--- src/hw/csfe_map.vh ---
`ifndef CSFE_MAP_VH
`define CSFE_MAP_VH

// Register word offsets.
`define CSFE_CFG_ADDR     4'h0
`define CSFE_STAT_ADDR    4'h4

// Configuration field positions.
`define CSFE_CFG_MODE_LO  0
`define CSFE_CFG_MODE_HI  1
`define CSFE_CFG_FS_FALL  2
`define CSFE_CFG_LV_LOW   3
`define CSFE_CFG_PCK_INV  4
`define CSFE_CFG_ENABLE   5
`define CSFE_CFG_W        6
`define CSFE_CFG_RESET    6'h01

// Timing mode codes.
`define CSFE_MODE_EMBED   2'h0
`define CSFE_MODE_GATED   2'h1
`define CSFE_MODE_FREE    2'h2

// Embedded timing code words.
`define CSFE_CODE_FF      8'hFF
`define CSFE_CODE_00      8'h00
`define CSFE_XY_V_BIT     5
`define CSFE_XY_H_BIT     4

`endif

--- src/hw/csfe_capture.v ---
`timescale 1ns/10ps
`include "csfe_map.vh"

// Operation
// - Three selectable timing modes offered.
// - Embedded mode uses only pixel clock.
// - Blanking between end and start dropped.
// - Codes stripped, frame/line syncs regenerated.
// - Frame sync active edge starts frame.
// - Gated mode counts edges only while valid.
// - Data sampled on valid pixel clock edge.
// - Capture stops after line valid drops.
// - Free-running mode ignores line valid.
// - Free-running mode takes every clock edge while frame sync is active.
// - Sync and clock polarities selectable.
// - Invert bit moves sampling to falling edge.
module csfe_capture #(
    parameter DATA_W = 8
) (
    // System clock, reset and enable.
    input  wire              i_clk,
    input  wire              i_reset,
    input  wire              i_ce,
    // Register port.
    input  wire [3:0]        i_addr,
    input  wire [31:0]       i_wdata,
    input  wire              i_wr,
    input  wire              i_rd,
    output reg  [31:0]       o_rdata,
    // Sensor pins.
    input  wire              i_sensor_pixel_clock,
    input  wire              i_frame_sync_in,
    input  wire              i_line_valid_in,
    input  wire [DATA_W-1:0] i_pix_data,
    // Captured pixel stream.
    output reg               o_pix_valid,
    output reg  [DATA_W-1:0] o_pix_data,
    output reg               o_frame_start,
    output reg               o_frame_sync,
    output reg               o_line_sync
);

    // Embedded decoder states: idle or within a code preamble.
    localparam [1:0] ST_IDLE = 2'h0;
    localparam [1:0] ST_FF   = 2'h1;
    localparam [1:0] ST_Z1   = 2'h2;
    localparam [1:0] ST_Z2   = 2'h3;

    // Register written by software.
    reg  [`CSFE_CFG_W-1:0] cfg_r;
    // Configuration actually in force.
    reg  [`CSFE_CFG_W-1:0] act_r;
    // Frame counter shown in status.
    reg  [15:0]            frames_r;

    // Two-stage synchronisers for the sensor pins.
    reg  [1:0]             pck_s_r;
    reg  [1:0]             fs_s_r;
    reg  [1:0]             lv_s_r;
    reg  [DATA_W-1:0]      dat_a_r;
    reg  [DATA_W-1:0]      dat_b_r;
    // Previous synchronised levels for edge finding.
    reg                    pck_d_r;
    reg                    fs_d_r;

    // Embedded decoder state.
    reg  [1:0]             st_r;
    reg  [1:0]             st_nxt;
    reg                    emb_act_r;
    reg                    emb_vb_r;

    // Decoded fields of the active configuration.
    wire [1:0]             mode;
    wire                   enable;
    wire                   fs_level;
    wire                   lv_level;
    wire                   fs_prev;
    wire                   pck_edge;
    wire                   fs_edge;
    wire                   frame_idle;

    // Level of a pin after polarity correction.
    function polar;
        input lvl;
        input inv;
        begin
            polar = lvl ^ inv;
        end
    endfunction

    assign mode   = act_r[`CSFE_CFG_MODE_HI:`CSFE_CFG_MODE_LO];
    assign enable = act_r[`CSFE_CFG_ENABLE];

    // Frame sync corrected so the active edge is a rise.
    assign fs_level = polar(fs_s_r[1], act_r[`CSFE_CFG_FS_FALL]);
    assign fs_prev  = polar(fs_d_r, act_r[`CSFE_CFG_FS_FALL]);
    // Line valid corrected so the active level is high.
    assign lv_level = polar(lv_s_r[1], act_r[`CSFE_CFG_LV_LOW]);

    // The invert bit selects the falling edge of the pixel clock.
    assign pck_edge = act_r[`CSFE_CFG_PCK_INV] ?
                      (pck_d_r & ~pck_s_r[1]) :
                      (~pck_d_r & pck_s_r[1]);

    // A rise of the corrected frame sync opens a frame.
    assign fs_edge = fs_level & ~fs_prev;

    // Between frames: sync inactive, or vertical blanking when embedded.
    assign frame_idle = (mode == `CSFE_MODE_EMBED) ?
                        emb_vb_r : ~fs_level;

    // Synchronise every sensor pin before any logic reads it.
    always @(posedge i_clk or posedge i_reset) begin
        if (i_reset) begin
            pck_s_r <= 2'h0;
            fs_s_r  <= 2'h0;
            lv_s_r  <= 2'h0;
            dat_a_r <= {DATA_W{1'b0}};
            dat_b_r <= {DATA_W{1'b0}};
            pck_d_r <= 1'b0;
            fs_d_r  <= 1'b0;
        end else if (i_ce) begin
            pck_s_r <= {pck_s_r[0], i_sensor_pixel_clock};
            fs_s_r  <= {fs_s_r[0], i_frame_sync_in};
            lv_s_r  <= {lv_s_r[0], i_line_valid_in};
            dat_a_r <= i_pix_data;
            dat_b_r <= dat_a_r;
            pck_d_r <= pck_s_r[1];
            fs_d_r  <= fs_s_r[1];
        end
    end

    // Software writes the configuration register.
    always @(posedge i_clk or posedge i_reset) begin
        if (i_reset) begin
            cfg_r <= `CSFE_CFG_RESET;
        end else if (i_ce && i_wr && i_addr == `CSFE_CFG_ADDR) begin
            cfg_r <= i_wdata[`CSFE_CFG_W-1:0];
        end
    end

    // The new setting is taken over only while no frame is running.
    always @(posedge i_clk or posedge i_reset) begin
        if (i_reset) begin
            act_r <= `CSFE_CFG_RESET;
        end else if (i_ce && frame_idle) begin
            act_r <= cfg_r;
        end
    end

    // Read data stands in the cycle after the read strobe.
    always @(posedge i_clk or posedge i_reset) begin
        if (i_reset) begin
            o_rdata <= 32'h0;
        end else if (i_ce) begin
            if (i_rd) begin
                case (i_addr)
                    `CSFE_CFG_ADDR: begin
                        o_rdata <= {{(32-`CSFE_CFG_W){1'b0}}, cfg_r};
                    end
                    `CSFE_STAT_ADDR: begin
                        // Count, active mode, line and frame state.
                        o_rdata <= {frames_r, 10'h0, mode,
                                    2'h0, o_line_sync, o_frame_sync};
                    end
                    default: begin
                        // Unmapped addresses read as zero.
                        o_rdata <= 32'h0;
                    end
                endcase
            end else begin
                o_rdata <= 32'h0;
            end
        end
    end

    // Next state of the embedded code detector.
    always @* begin
        st_nxt = ST_IDLE;
        case (st_r)
            ST_IDLE: begin
                if (dat_b_r == `CSFE_CODE_FF) begin
                    st_nxt = ST_FF;
                end
            end
            ST_FF: begin
                if (dat_b_r == `CSFE_CODE_00) begin
                    st_nxt = ST_Z1;
                end
            end
            ST_Z1: begin
                if (dat_b_r == `CSFE_CODE_00) begin
                    st_nxt = ST_Z2;
                end
            end
            ST_Z2: begin
                // This word is the code itself; decode resumes after it.
                st_nxt = ST_IDLE;
            end
            default: begin
                st_nxt = ST_IDLE;
            end
        endcase
    end

    // Embedded mode: watch the data words on each valid clock edge.
    always @(posedge i_clk or posedge i_reset) begin
        if (i_reset) begin
            st_r      <= ST_IDLE;
            emb_act_r <= 1'b0;
            emb_vb_r  <= 1'b1;
        end else if (i_ce) begin
            if (!enable || mode != `CSFE_MODE_EMBED) begin
                st_r      <= ST_IDLE;
                emb_act_r <= 1'b0;
                emb_vb_r  <= 1'b1;
            end else if (pck_edge) begin
                st_r <= st_nxt;
                if (st_r == ST_Z2) begin
                    // Start code opens a line, end code closes it.
                    emb_act_r <= ~dat_b_r[`CSFE_XY_H_BIT];
                    emb_vb_r  <= dat_b_r[`CSFE_XY_V_BIT];
                end else if (dat_b_r == `CSFE_CODE_FF) begin
                    // A preamble ends the active run at once.
                    emb_act_r <= 1'b0;
                end
            end
        end
    end

    // Pixel capture, sync regeneration and frame counting.
    always @(posedge i_clk or posedge i_reset) begin
        if (i_reset) begin
            o_pix_valid   <= 1'b0;
            o_pix_data    <= {DATA_W{1'b0}};
            o_frame_start <= 1'b0;
            o_frame_sync  <= 1'b0;
            o_line_sync   <= 1'b0;
            frames_r      <= 16'h0;
        end else if (i_ce) begin
            o_pix_valid   <= 1'b0;
            o_frame_start <= 1'b0;
            if (!enable) begin
                // Capture switched off: syncs fall, nothing passes.
                o_frame_sync <= 1'b0;
                o_line_sync  <= 1'b0;
            end else begin
                case (mode)
                    `CSFE_MODE_EMBED: begin
                        // Syncs come from decoded codes, not pins.
                        o_frame_sync <= ~emb_vb_r;
                        o_line_sync  <= emb_act_r;
                        if (emb_vb_r && pck_edge && st_r == ST_Z2 &&
                            !dat_b_r[`CSFE_XY_V_BIT]) begin
                            o_frame_start <= 1'b1;
                            frames_r      <= frames_r + 16'h1;
                        end
                        // Only words inside a line that are no code.
                        if (pck_edge && emb_act_r && st_r == ST_IDLE &&
                            dat_b_r != `CSFE_CODE_FF) begin
                            o_pix_valid <= 1'b1;
                            o_pix_data  <= dat_b_r;
                        end
                    end
                    `CSFE_MODE_GATED: begin
                        o_frame_sync <= fs_level;
                        o_line_sync  <= lv_level;
                        if (fs_edge) begin
                            o_frame_start <= 1'b1;
                            frames_r      <= frames_r + 16'h1;
                        end
                        // Edges count only while line valid is active.
                        if (pck_edge && lv_level && fs_level) begin
                            o_pix_valid <= 1'b1;
                            o_pix_data  <= dat_b_r;
                        end
                    end
                    `CSFE_MODE_FREE: begin
                        // Line valid pin plays no part here.
                        o_frame_sync <= fs_level;
                        o_line_sync  <= fs_level;
                        if (fs_edge) begin
                            o_frame_start <= 1'b1;
                            frames_r      <= frames_r + 16'h1;
                        end
                        // Clock only runs for real data, so take all while frame sync is active.
                        if (pck_edge && fs_level) begin
                            o_pix_valid <= 1'b1;
                            o_pix_data  <= dat_b_r;
                        end
                    end
                    default: begin
                        // Reserved mode code captures nothing.
                        o_frame_sync <= 1'b0;
                        o_line_sync  <= 1'b0;
                    end
                endcase
            end
        end
    end

endmodule

--- config.mk ---
export PLATFORM = sky130hd
export DESIGN_NAME = csfe_capture
export DESIGN_NICKNAME = d
export VERILOG_FILES = /design/src/hw/csfe_capture.v
export VERILOG_INCLUDE_DIRS = /design/src /design/src/hw
export SDC_FILE = /design/constraint.sdc
export NUM_CORES = 1
export LEC_CHECK = 0
export BUFFER_PORTS_ARGS = -buffer_cell sky130_fd_sc_hd__buf_2
export CAP_MARGIN = 30
export CORE_UTILIZATION = 56
export CTS_CLUSTER_DIAMETER = 80
export CTS_CLUSTER_SIZE = 28
export DETAILED_ROUTE_END_ITERATION = 10
export GPL_TIMING_DRIVEN = 0
export PLACE_DENSITY_LB_ADDON = 0.2
export SYNTH_ARGS = -nofsm -noshare
export SYNTH_HDL_FRONTEND = slang
export SYNTH_SLANG_ARGS = --single-unit
--- constraint.sdc ---
create_clock -name i_clk -period 5.05 [get_ports i_clk]
set_clock_uncertainty 0.2 [all_clocks]
set_input_delay 0 -clock i_clk [delete_from_list [all_inputs] [get_ports i_clk]]
set_output_delay 0 -clock i_clk [all_outputs]
set_load 0.02 [all_outputs]
# After elaboration in Yosys (flattened, before gate mapping)
# Cells that the tools add are included.
# W data, S select, Z words.
dict set report totals {
  word_cells 113
  regBits 100
  out_inout_bits 44
  mem_count 0
  latchBits 0
  mem_bits_rw 0
  rom_bits 0
  in_bits 52
}
dict set report classes {
  eq_ne 13
  n_bitwise 12
  order_cmp 0
  add_sub_neg 1
  n_reduce_logical 31
  multipliers 0
  n_shift 0
  mux 37
  div 0
}
# op n
set ops {}
lappend ops {{$pmux W32 S2} 1}
lappend ops {{$mux W16} 2}
lappend ops {{$mux W32} 1}
lappend ops {{$pmux W16 S2} 1}
lappend ops {{$mux W8} 3}
lappend ops {{$pmux W8 S3} 1}
lappend ops {{$mux W1} 19}
lappend ops {{$add A16 B1 Y16 const B} 1}
lappend ops {{$logic_and A1 B1 Y1} 12}
lappend ops {{$eq A8 B8 Y1 const B} 1}
lappend ops {{$logic_not A8 Y1} 1}
lappend ops {{$mux W2} 4}
lappend ops {{$ne A8 B8 Y1 const B} 1}
lappend ops {{$pmux W2 S4} 1}
lappend ops {{$reduce_bool A2 Y1} 4}
lappend ops {{$eq A2 B2 Y1 const B} 3}
lappend ops {{$ne A2 B1 Y1 const B} 3}
lappend ops {{$not A1 Y1} 6}
lappend ops {{$pmux W1 S3} 2}
lappend ops {{$reduce_and A3 Y1} 2}
lappend ops {{$reduce_and A6 Y1} 1}
lappend ops {{$reduce_bool A3 Y1} 2}
lappend ops {{$reduce_and A5 Y1} 1}
lappend ops {{$eq A2 B1 Y1 const B} 2}
lappend ops {{other kinds (11)} 19}

# Longest topological paths before layout
# Gate-level depths: netlist of the first run.
dict set report depth {
  depth_word 9
  mapped_depth 8
  mapped_depth_nobuf 6
}

# Worst setup path after synthesis of the first run
# No wires, ideal clock.
dict set report synth_path {
  path_kind {reg-to-reg}
  start {register act_r[0]}
  end {register frames_r[15]}
  period_less_slack_ns 2.188
  stages_incl_launch_ff 7
  path_buffers 0
  setup_ns 0.122
  slack_ns 2.862
  required_ns 4.728
  arrival_time_ns 1.866
  cell_sequence {dfstp_2 -> inv_1 -> ha_1 -> a31oi_4 -> o21ai_2 -> or4_4 -> xnor2_2}
}
dict set report synth_between {
  elab_chain_len 4
  word_cells_on_any_way 9
  cone_classes {eq/ne (4); mux (1); reduce/logical (4)}
}
# item line_no
set synth_lines {}
lappend synth_lines {{start, declared} csfe_capture.v:52} ;# reg [`CSFE_CFG_W-1:0] act_r;
lappend synth_lines {{start signal, assigned} csfe_capture.v:145} ;# act_r <= `CSFE_CFG_RESET;
lappend synth_lines {{start signal, assigned} csfe_capture.v:147} ;# act_r <= cfg_r;
lappend synth_lines {{$eq A2 B2 Y1 or $eq A2 B1 Y1 (tied branches)} csfe_capture.v:248} ;# case (mode)
lappend synth_lines {{$reduce_or A2 Y1 (no line)} n/a}
lappend synth_lines {{$ne A2 B1 Y1 (no line) or $reduce_bool A2 Y1 (tied branches)} n/a}
lappend synth_lines {{$reduce_and A5 Y1 (no line)} n/a}
lappend synth_lines {{end signal, assigned} csfe_capture.v:256} ;# frames_r <= frames_r + 16'h1;
lappend synth_lines {{end signal, assigned} csfe_capture.v:270} ;# frames_r <= frames_r + 16'h1;
lappend synth_lines {{end signal, assigned} csfe_capture.v:284} ;# frames_r <= frames_r + 16'h1;
lappend synth_lines {{end, declared} csfe_capture.v:54} ;# reg [15:0] frames_r;
# Parallel ways exist; a longest one is shown, timed or not.
# A chain may end at the register's enable or synchronous reset.

==> impl_metrics.toml, run 1 <==
[drt]
via_per_inst = 5.195
drt_iter0_drc = 192
firstDrtPassIters = 4
wl_um = 7791
wl_per_cell_um = 14.35
vias = 2821
drc = 0
drtAntennaViolNets = 0

[cts]
cts_hold_buf = 24
h-tree-depth = 3
clk_latency_ns = 0.35
clk_pin_slew_ns = 0.08
cts_inserted_buffers = 9
cts-root-buf = "clkbuf_8"
cts_resized = 0
cts.sinks = 90
cts_tree = "yes"
clockBufferDepth = 2
cts_setup_buffers = 0

[grt]
grt_max_degree = 69
antenna_found_initial = 0
grt_pass1_wl_um = 13050
grt_usage_pct = 22.89
grt_overflow = 0
grt_pass1_vias = 2735

[floorplanning]
dieArea_mm2 = 0.007574
io_pins = 96
core_mm2 = 0.006907
initial_core_util_pct = 58.62
die_h_um = 87.03
dieWidth_um = 87.03
rows = 30

[worst_setup_path]
start_kind = "primary input"
critPathArrivalTime_ns = 2.70
cp_cell_sequence = "dlygate4sd3_1, buf_2, nor4b_1, nand2_1, dlygate4sd3_1, o22ai_1, dlygate4sd3_1"
cp_slowest_cell = "dlygate4sd3_1"
endpoint_kind = "register"
worst-path-buf-inv = 4
critPathTopFamily = "buffers and inverters"
critPathMostFrequentCell = "dlygate4sd3_1"
critPathMaxStageDelay_ns = 0.65
crit_required_ns = 5.14
rrSetupSlack_ns = 2.64
critPathKind = "in -> reg"
cp_max_fo = 10

[finish]
fillerInstances = 551
layout-drive-gt1-share_pct = 31.99
n_antenna_cell = 0
fin_area_mm2 = 0.004943
finalNetCount = 500
utilization_pct = 71.58
areaGrowthSynthToFinish_pct = 22.10
stdcell_count = 543

[logic_synthesis]
avgSynthCellArea_um2 = 11.87
ys_ff_latch = 90
ys_seq_area_share_pct = 55.72
synth_top_flop_cell = "dfrtp_1"
async_flop_share_pct = 100.0
synth_area_mm2 = 0.004049
yosysUniqueCellTypes = 49
synth_edf_count = 0
synth_cells = 341
yosysWarnings = 0

[sta]
holdWs_ns = 0.03071
finalHoldViolations = 0
worst_pin_slew_ns = 0.6503
fmax_ghz = 0.3825
timing.final.ws_setup_ns = 2.435
setup_viol = 0
rsz0062_at_grt = "no"
timing.final.crit_share_pct = 51.77
final-max-slew-violation-count = 0
fin_crit_ns = 2.615
maxSlewHeadroom_pct = 56.25
setup_tns_ns = 0

[power]
p_leak_nw = 2.366
ir_drop_mv = 0.2626
p_per_area_mw_per_mm2 = 374.8
finalPower_mw = 1.853

[placed_design]
hpwl_um = 5262
placement.cell_area_mm2 = 0.004518
gp_congestion = 0.9102
dp_cells = 504
io_buffers = 57
place_ws_ns = 2.681

[run]
max_cap_violations = 0

[status]
status = "finished clean"

[hold_path]
min_path_type = "in -> reg"
## worst register-to-register path: stages, from the launching register on
cell and delay, ns:
dfstp_2 0.58, inv_1 0.08, ha_1 0.20, clkbuf_1 0.22, inv_1 0.20, o21ai_2 0.12
or4_4 0.56, xnor2_2 0.14
## final timing paths
kind / start / end / cells past startpoint
min reg2reg: frames_r[8] / frames_r[8] / 1
min in group asynchronous: i_reset / o_rdata[27] / 4
min: i_wr / cfg_r[3] / 3
max in group asynchronous: i_reset / cfg_r[0] / 5
max: i_ce / o_rdata[1] / 7
max reg2reg: act_r[0] / frames_r[15] / 7
## cells in the mapped netlist (4+ instances only)
cell      number  area share [%]
o21ai_0       22             2.7
ha_1           5             1.5
clkbuf_1       6            0.56
dfrtp_1       87              54
mux2_2        37              10
and3_1         5            0.77
nand4_1        7             1.1
nor2_1         8            0.74
xnor2_1        9             1.9
nand3_1        7            0.87
xor2_1         7             1.5
inv_1         31             2.9
nand2_1       31             2.9
mux2i_1        4            0.99
buf_4         10             1.9
o22ai_1        8             1.2
mux2_4         8             3.0
## layout by cell type, fill, tap and decap left out, drive strengths merged, types with 7 or more instances in the layout
master,count
clkbuf,18
nand4,7
nor2,8
nand3,7
o21ai,23
dfrtp,87
inv,31
conb,10
xnor2,10
o22ai,8
nand2,32
buf,74
dlygate4sd3,24
mux2,45
xor2,7
## layout make-up
| cell class | count | area [um2] | area share, % |
|---|---|---|---|
| flip-flops and latches | 90 | 2256 | 45.63 |
| inverters | 31 | 118.9 | 2.404 |
| clock inverters | 3 | 40.04 | 0.8099 |
| clock buffers | 12 | 145.1 | 2.936 |
| repair buffers | 82 | 553.0 | 11.19 |
| well taps | 96 | 120.1 | 2.430 |
| multi-input cells | 207 | 1579 | 31.94 |
| plain buffers | 22 | 131.4 | 2.658 |
## kinds of logic after synthesis
group | count (synthesis) | synth area share (%)
multiplexers | 49 | 14.25
buffers and inverters | 53 | 6.118
flip-flops | 90 | 55.72
XOR/XNOR | 17 | 3.863
other | 1 | 0.09262
AO/OA/AOI/OAI | 50 | 8.313
AND/OR/NAND/NOR | 76 | 10.11
adder cells (fa/ha/maj) | 5 | 1.545
## where the power goes
group          internal (mW)  switching, mW  total, mW  leakage (nW)
Combinational          0.226          0.241      0.467          1.10
Clock                  0.238          0.229      0.467        0.0962
Sequential             0.824         0.0944      0.918          1.17
## routing by layer
metal,global-route usage [%],routed length [um]
met1,29.82,3540
met4,10.76,118
met3,4.076,244
met5,0,0
met2,37.37,3888
## state kept, by name (all words and copies together), names as in the netlist, 6 cells and up
register,cells
frames_r,16
dat_a_r,8
cfg_r,6
act_r,6
dat_b_r,8
o_pix_data,8
o_rdata,22
Note: power is estimated with default switching activity, not from simulation.
==> inputs of run 2 (changes only) <==
Settings changed: CORE_UTILIZATION 56 to 48.
Clock period 5.05 ns to 2.3 ns, I/O delays scaled along.
==> run 2 against run 1 <==
Flip-flop and latch count stayed put. Final cell count is 2.2% higher. Register-to-register slack worse by 2.6 ns. Worst setup slack worse by 2.4 ns. Global-route usage is 3.6 points lower. Worst hold slack worse by 0.011 ns. Cell area is 2.1% higher. Clock-buffer cell count stayed put. Critical path depth is 1 lower. Via count is 0.82% higher. Non-clock buffer count is 2 higher. Sequential power is 120% higher. Critical path type is now reg -> reg.
==> impl_metrics.toml, run 2 (synthesis gave the netlist of run 1 again) <==
[cts]
cts.sinks = 90
clk_latency_ns = 0.35
h-tree-depth = 3
clockBufferDepth = 2
cts-root-buf = "clkbuf_8"
clk_pin_slew_ns = 0.08
cts_tree = "yes"
cts_inserted_buffers = 9

[sta]
final-max-slew-violation-count = 0
setup_tns_ns = 0
holdWs_ns = 0.01998
fin_crit_ns = 2.258
setup_viol = 0
timing.final.ws_setup_ns = 0.04167
fmax_ghz = 0.4428
maxSlewHeadroom_pct = 60.34
worst_pin_slew_ns = 0.5949
finalHoldViolations = 0
timing.final.crit_share_pct = 98.19

[grt]
grt_pass1_wl_um = 13050
antenna_found_initial = 0
grt_usage_pct = 19.30
grt_max_degree = 39
grt_overflow = 0
grt_pass1_vias = 2867

[worst_setup_path]
rrSetupSlack_ns = 0.04
critPathKind = "reg -> reg"
start_kind = "register"
crit_required_ns = 2.34
regToRegEndpoint = "frames_r[15]"
critPathArrivalTime_ns = 2.30
cp_max_fo = 5
endpoint_kind = "register"
rr_startpoint = "act_r[0]"
reg2reg_depth = 6

[floorplanning]
dieWidth_um = 93.85
io_pins = 96
dieArea_mm2 = 0.008807
initial_core_util_pct = 49.53
rows = 33
core_mm2 = 0.008175
die_h_um = 93.85

[hold_path]
worstHoldStart = "i_ce"
holdPathEnd = "st_r[0]"
min_path_type = "in -> reg"
min_path_cells = 4

[placed_design]
place_ws_ns = -0.03018
placement.cell_area_mm2 = 0.004543
hpwl_um = 5378
dp_cells = 514
io_buffers = 57
gp_congestion = 0.8362

[finish]
final_common_cell = "dfrtp_1"
areaGrowthSynthToFinish_pct = 24.66
largest_reg_flops = 22
finalNetCount = 502
regMostFlops = "o_rdata"
final_cell_mix = "87 x dfrtp_1, 60 x buf_2, 37 x mux2_2"
fin_area_mm2 = 0.005047
reg_top3 = "o_rdata (22), frames_r (16)"
n_antenna_cell = 0
utilization_pct = 61.74
stdcell_count = 555
layout-drive-gt1-share_pct = 33.78

[drt]
drtAntennaViolNets = 0
vias = 2844
drc = 0
wl_um = 7725
drt_iter0_drc = 108
via_per_inst = 5.124
firstDrtPassIters = 4
wl_per_cell_um = 13.92

[power]
finalPower_mw = 4.319
p_leak_nw = 2.395
ir_drop_mv = 0.4653
p_per_area_mw_per_mm2 = 855.6

[run]
max_cap_violations = 0

[status]
status = "finished clean"
run 2: cell types whose count changed in the layout (fill, tap and decap cells not counted), sizes merged:
cell and change:
inv -1, clkinvlp +2, buf +3, bufinv +1, clkbuf -1, clkinv -1
run 2: layout make-up:
type	count	area [um2]
Timing Repair Buffer	85	580.6
Inverter	31	120.1
Clock buffer	12	165.2
Fill cell	676	3128
Sequential cell	90	2256
Buffer	21	127.6
Multi-Input combinational cell	207	1594
Tap cell	105	131.4
Clock inverter	4	72.57
run 2: timing repair:
action	CTS	global route
gates cloned	0	0
buffers inserted	1	1
resized for setup	2	1
hold endpoints to repair	117	0
pin swaps	1	0
hold buffers	24	0
endpoints found under the setup margin	1	7
run 2: where the power goes:
group	leakage (nW)	internal (mW)	switching [mW]
clock	0.119	0.699	0.533
combinational	1.11	0.542	0.530
sequential	1.17	1.81	0.206
run 2: metal layers:
| metal | GRT usage (%) | share of wire (%) |
|---|---|---|
| met5 | 0 | 0 |
| met4 | 8.846 | 1.8 |
| met3 | 2.751 | 3.2 |
| met2 | 32.91 | 49 |
| met1 | 24.25 | 46 |
run 2: how the worst max path moves through the flow:
| stage | startpoint | end | slack (ns) | cells past startpoint |
|---|---|---|---|---|
| 2_1_floorplan | act_r[0] | frames_r[15] | 0.11 | 6 |
| 3_3_place_gp | act_r[0] | frames_r[15] | -0.005 | 7 |
| 3_5_place_dp | act_r[0] | frames_r[15] | -0.03 | 7 |
| 4_1_cts | act_r[0] | frames_r[15] | 0.006 | 7 |
| 5_1_grt | act_r[0] | frames_r[15] | -0.003 | 6 |
| 6_report | act_r[0] | frames_r[15] | 0.04 | 6 |
run 2: worst max-delay path: stages (launching register included):
cell and delay (ns):
dfstp_2 0.58, inv_1 0.10, ha_4 0.27, a31oi_4 0.20, o21ai_2 0.10, or4_4 0.56
xnor2_2 0.14
==> inputs of run 3 (changes only) <==
Settings changed: CELL_PAD_IN_SITES_DETAIL_PLACEMENT set to 0, CELL_PAD_IN_SITES_GLOBAL_PLACEMENT set to 2, CORE_UTILIZATION 48 to 31, HOLD_SLACK_MARGIN set to 0.05.
==> run 3 against run 2 <==
Cell area is 3.5% higher. Sequential power hardly changed. Register-to-register slack hardly changed. Flip-flop and latch count stayed put. Fmax is 0.51% higher. Combinational power hardly changed. Critical path type unchanged. Largest cell class unchanged.
==> impl_metrics.toml, run 3 (synthesis gave the netlist of run 1 again) <==
[status]
status = "finished clean"

[power]
seqPwrFrac_pct = 43.1
p_leak_nw = 2.444
ir_drop_mv = 0.4639
p_per_area_mw_per_mm2 = 893.2
clock_power_share_pct = 33.8
power.internal_mw = 3.349
finalPower_mw = 4.666
pwr-share-comb_pct = 23.2
power.switching_mw = 1.317
sw_frac_of_total_pct = 28.22

[drt]
firstDrtPassIters = 4
wl_um = 8482
via_per_inst = 4.482
drtAntennaViolNets = 0
drt_iter0_drc = 138
vias = 2788
drc = 0
wl_per_cell_um = 13.64

[floorplanning]
io_pins = 96
dieArea_mm2 = 0.01352
rows = 41
dieWidth_um = 116.3
die_h_um = 116.3
core_mm2 = 0.01267
initial_core_util_pct = 31.95

[finish]
utilization_pct = 41.23
stdcell_count = 622
fillerInstances = 1244
layout-drive-gt1-share_pct = 33.56
final_cell_mix = "87 x dfrtp_1, 60 x buf_2, 37 x mux2_2"
largest_reg_flops = 22
areaGrowthSynthToFinish_pct = 29.02
final_common_cell = "dfrtp_1"
regMostFlops = "o_rdata"
n_antenna_cell = 0
finalNetCount = 502
reg_top3 = "o_rdata (22), frames_r (16)"

[grt]
grt_max_degree = 41
antenna_found_initial = 0
use_met3_pct = 3.892
grt_pass1_vias = 2684
grt_usage_pct = 13.78
grt_overflow = 0
grt_use_met2_pct = 22.01
grt.busiest_layer = "met2"
grt.met1_usage_pct = 17.67
grt_pass1_wl_um = 13970

[sta]
setup_tns_ns = 0
fin_crit_ns = 2.247
finalHoldViolations = 0
maxSlewHeadroom_pct = 57.50
worst_pin_slew_ns = 0.6375
holdWs_ns = 0.05752
final-max-slew-violation-count = 0
timing.final.crit_share_pct = 97.69
fmax_ghz = 0.4451
setup_viol = 0

[worst_setup_path]
regToRegEndpoint = "frames_r[15]"
crit_required_ns = 2.33
endpoint_kind = "register"
rr_startpoint = "act_r[0]"
reg2reg_depth = 6
critPathKind = "reg -> reg"
critPathArrivalTime_ns = 2.27
cp_max_fo = 4
rrSetupSlack_ns = 0.05
start_kind = "register"

[placed_design]
dp_cells = 581
hpwl_um = 5998
io_buffers = 57
gp_congestion = 0.7281

[cts]
cts.sinks = 90
clk_latency_ns = 0.34
clk_pin_slew_ns = 0.07
clockBufferDepth = 2
cts_inserted_buffers = 9
h-tree-depth = 3
cts-root-buf = "clkbuf_16"
cts_tree = "yes"

[hold_path]
min_path_type = "in -> async"

[run]
max_cap_violations = 0
[run 3: changes by cell type in the layout (fill, tap and decap cells not counted), sizes merged]
cell         change
clkbuf           +3
buf              +1
clkinv           -1
dlygate4sd3      -1
clkinvlp         -1
bufinv           -1
[run 3: what timing repair did]
| action | in CTS | in global routing |
|---|---|---|
| hold buffers | 23 | 0 |
| resized for setup | 2 | 1 |
| hold endpoints to repair | 92 | 0 |
| buffers inserted | 0 | 3 |
| pin swaps | 0 | 1 |
| setup endpoints to repair | 1 | 9 |
[run 3: routing by layer]
metal	share of wire, %	wire length (um)	vias up
met5	0	0	-
met4	1.3	108	0
li1	-	-	1378
met2	49	4140	51
met1	46	3928	1351
met3	3.6	305	8
[run 3: layout make-up]
cell class              instances  area [um2]  area share (%)
repair buffers                 85       578.1           11.07
multi-input cells             207        1599           30.61
clock inverters                 1       30.03          0.5749
clock buffers                  15       297.8           5.701
flip-flops and latches         90        2256           43.19
well taps                     172       215.2           4.120
plain buffers                  21       127.6           2.443
inverters                      31       120.1           2.299
[run 3: how the worst max path moves through the flow]
stage	startpoint	to
global route	act_r[0]	frames_r[12]
detailed placement	act_r[0]	frames_r[15]
floorplan	act_r[0]	frames_r[15]
finish	act_r[0]	frames_r[15]
CTS	act_r[0]	frames_r[15]
global placement	act_r[0]	frames_r[15]
[run 3: through the flow]
| step | cell area, um2 | setup slack [ns] |
|---|---|---|
| after floorplan | 4086 | 0.1118 |
| after global placement | 4587 | -0.05735 |
| after detailed placement | 4627 | -0.07493 |
| after CTS | 5194 | 0.03342 |
| after global routing | 5224 | -0.01230 |
| final | 5224 | 0.05316 |
[run 3: worst max-delay path: stages, from the launching register on]
cell and delay [ns]:
dfstp_2 0.56, inv_1 0.09, ha_4 0.26, a31oi_4 0.24, o21ai_4 0.09, or4_4 0.56, xnor2_2 0.14
[run 3: power by group through the flow]
stage	Sequential (mW)	Combinational [mW]	Clock, mW
floorplan	2.08	0.663	0
global route	2.05	1.19	1.69
CTS	2.02	1.07	1.64
global placement	2.04	0.974	0
finish	2.01	1.08	1.58
detailed placement	2.05	0.994	0
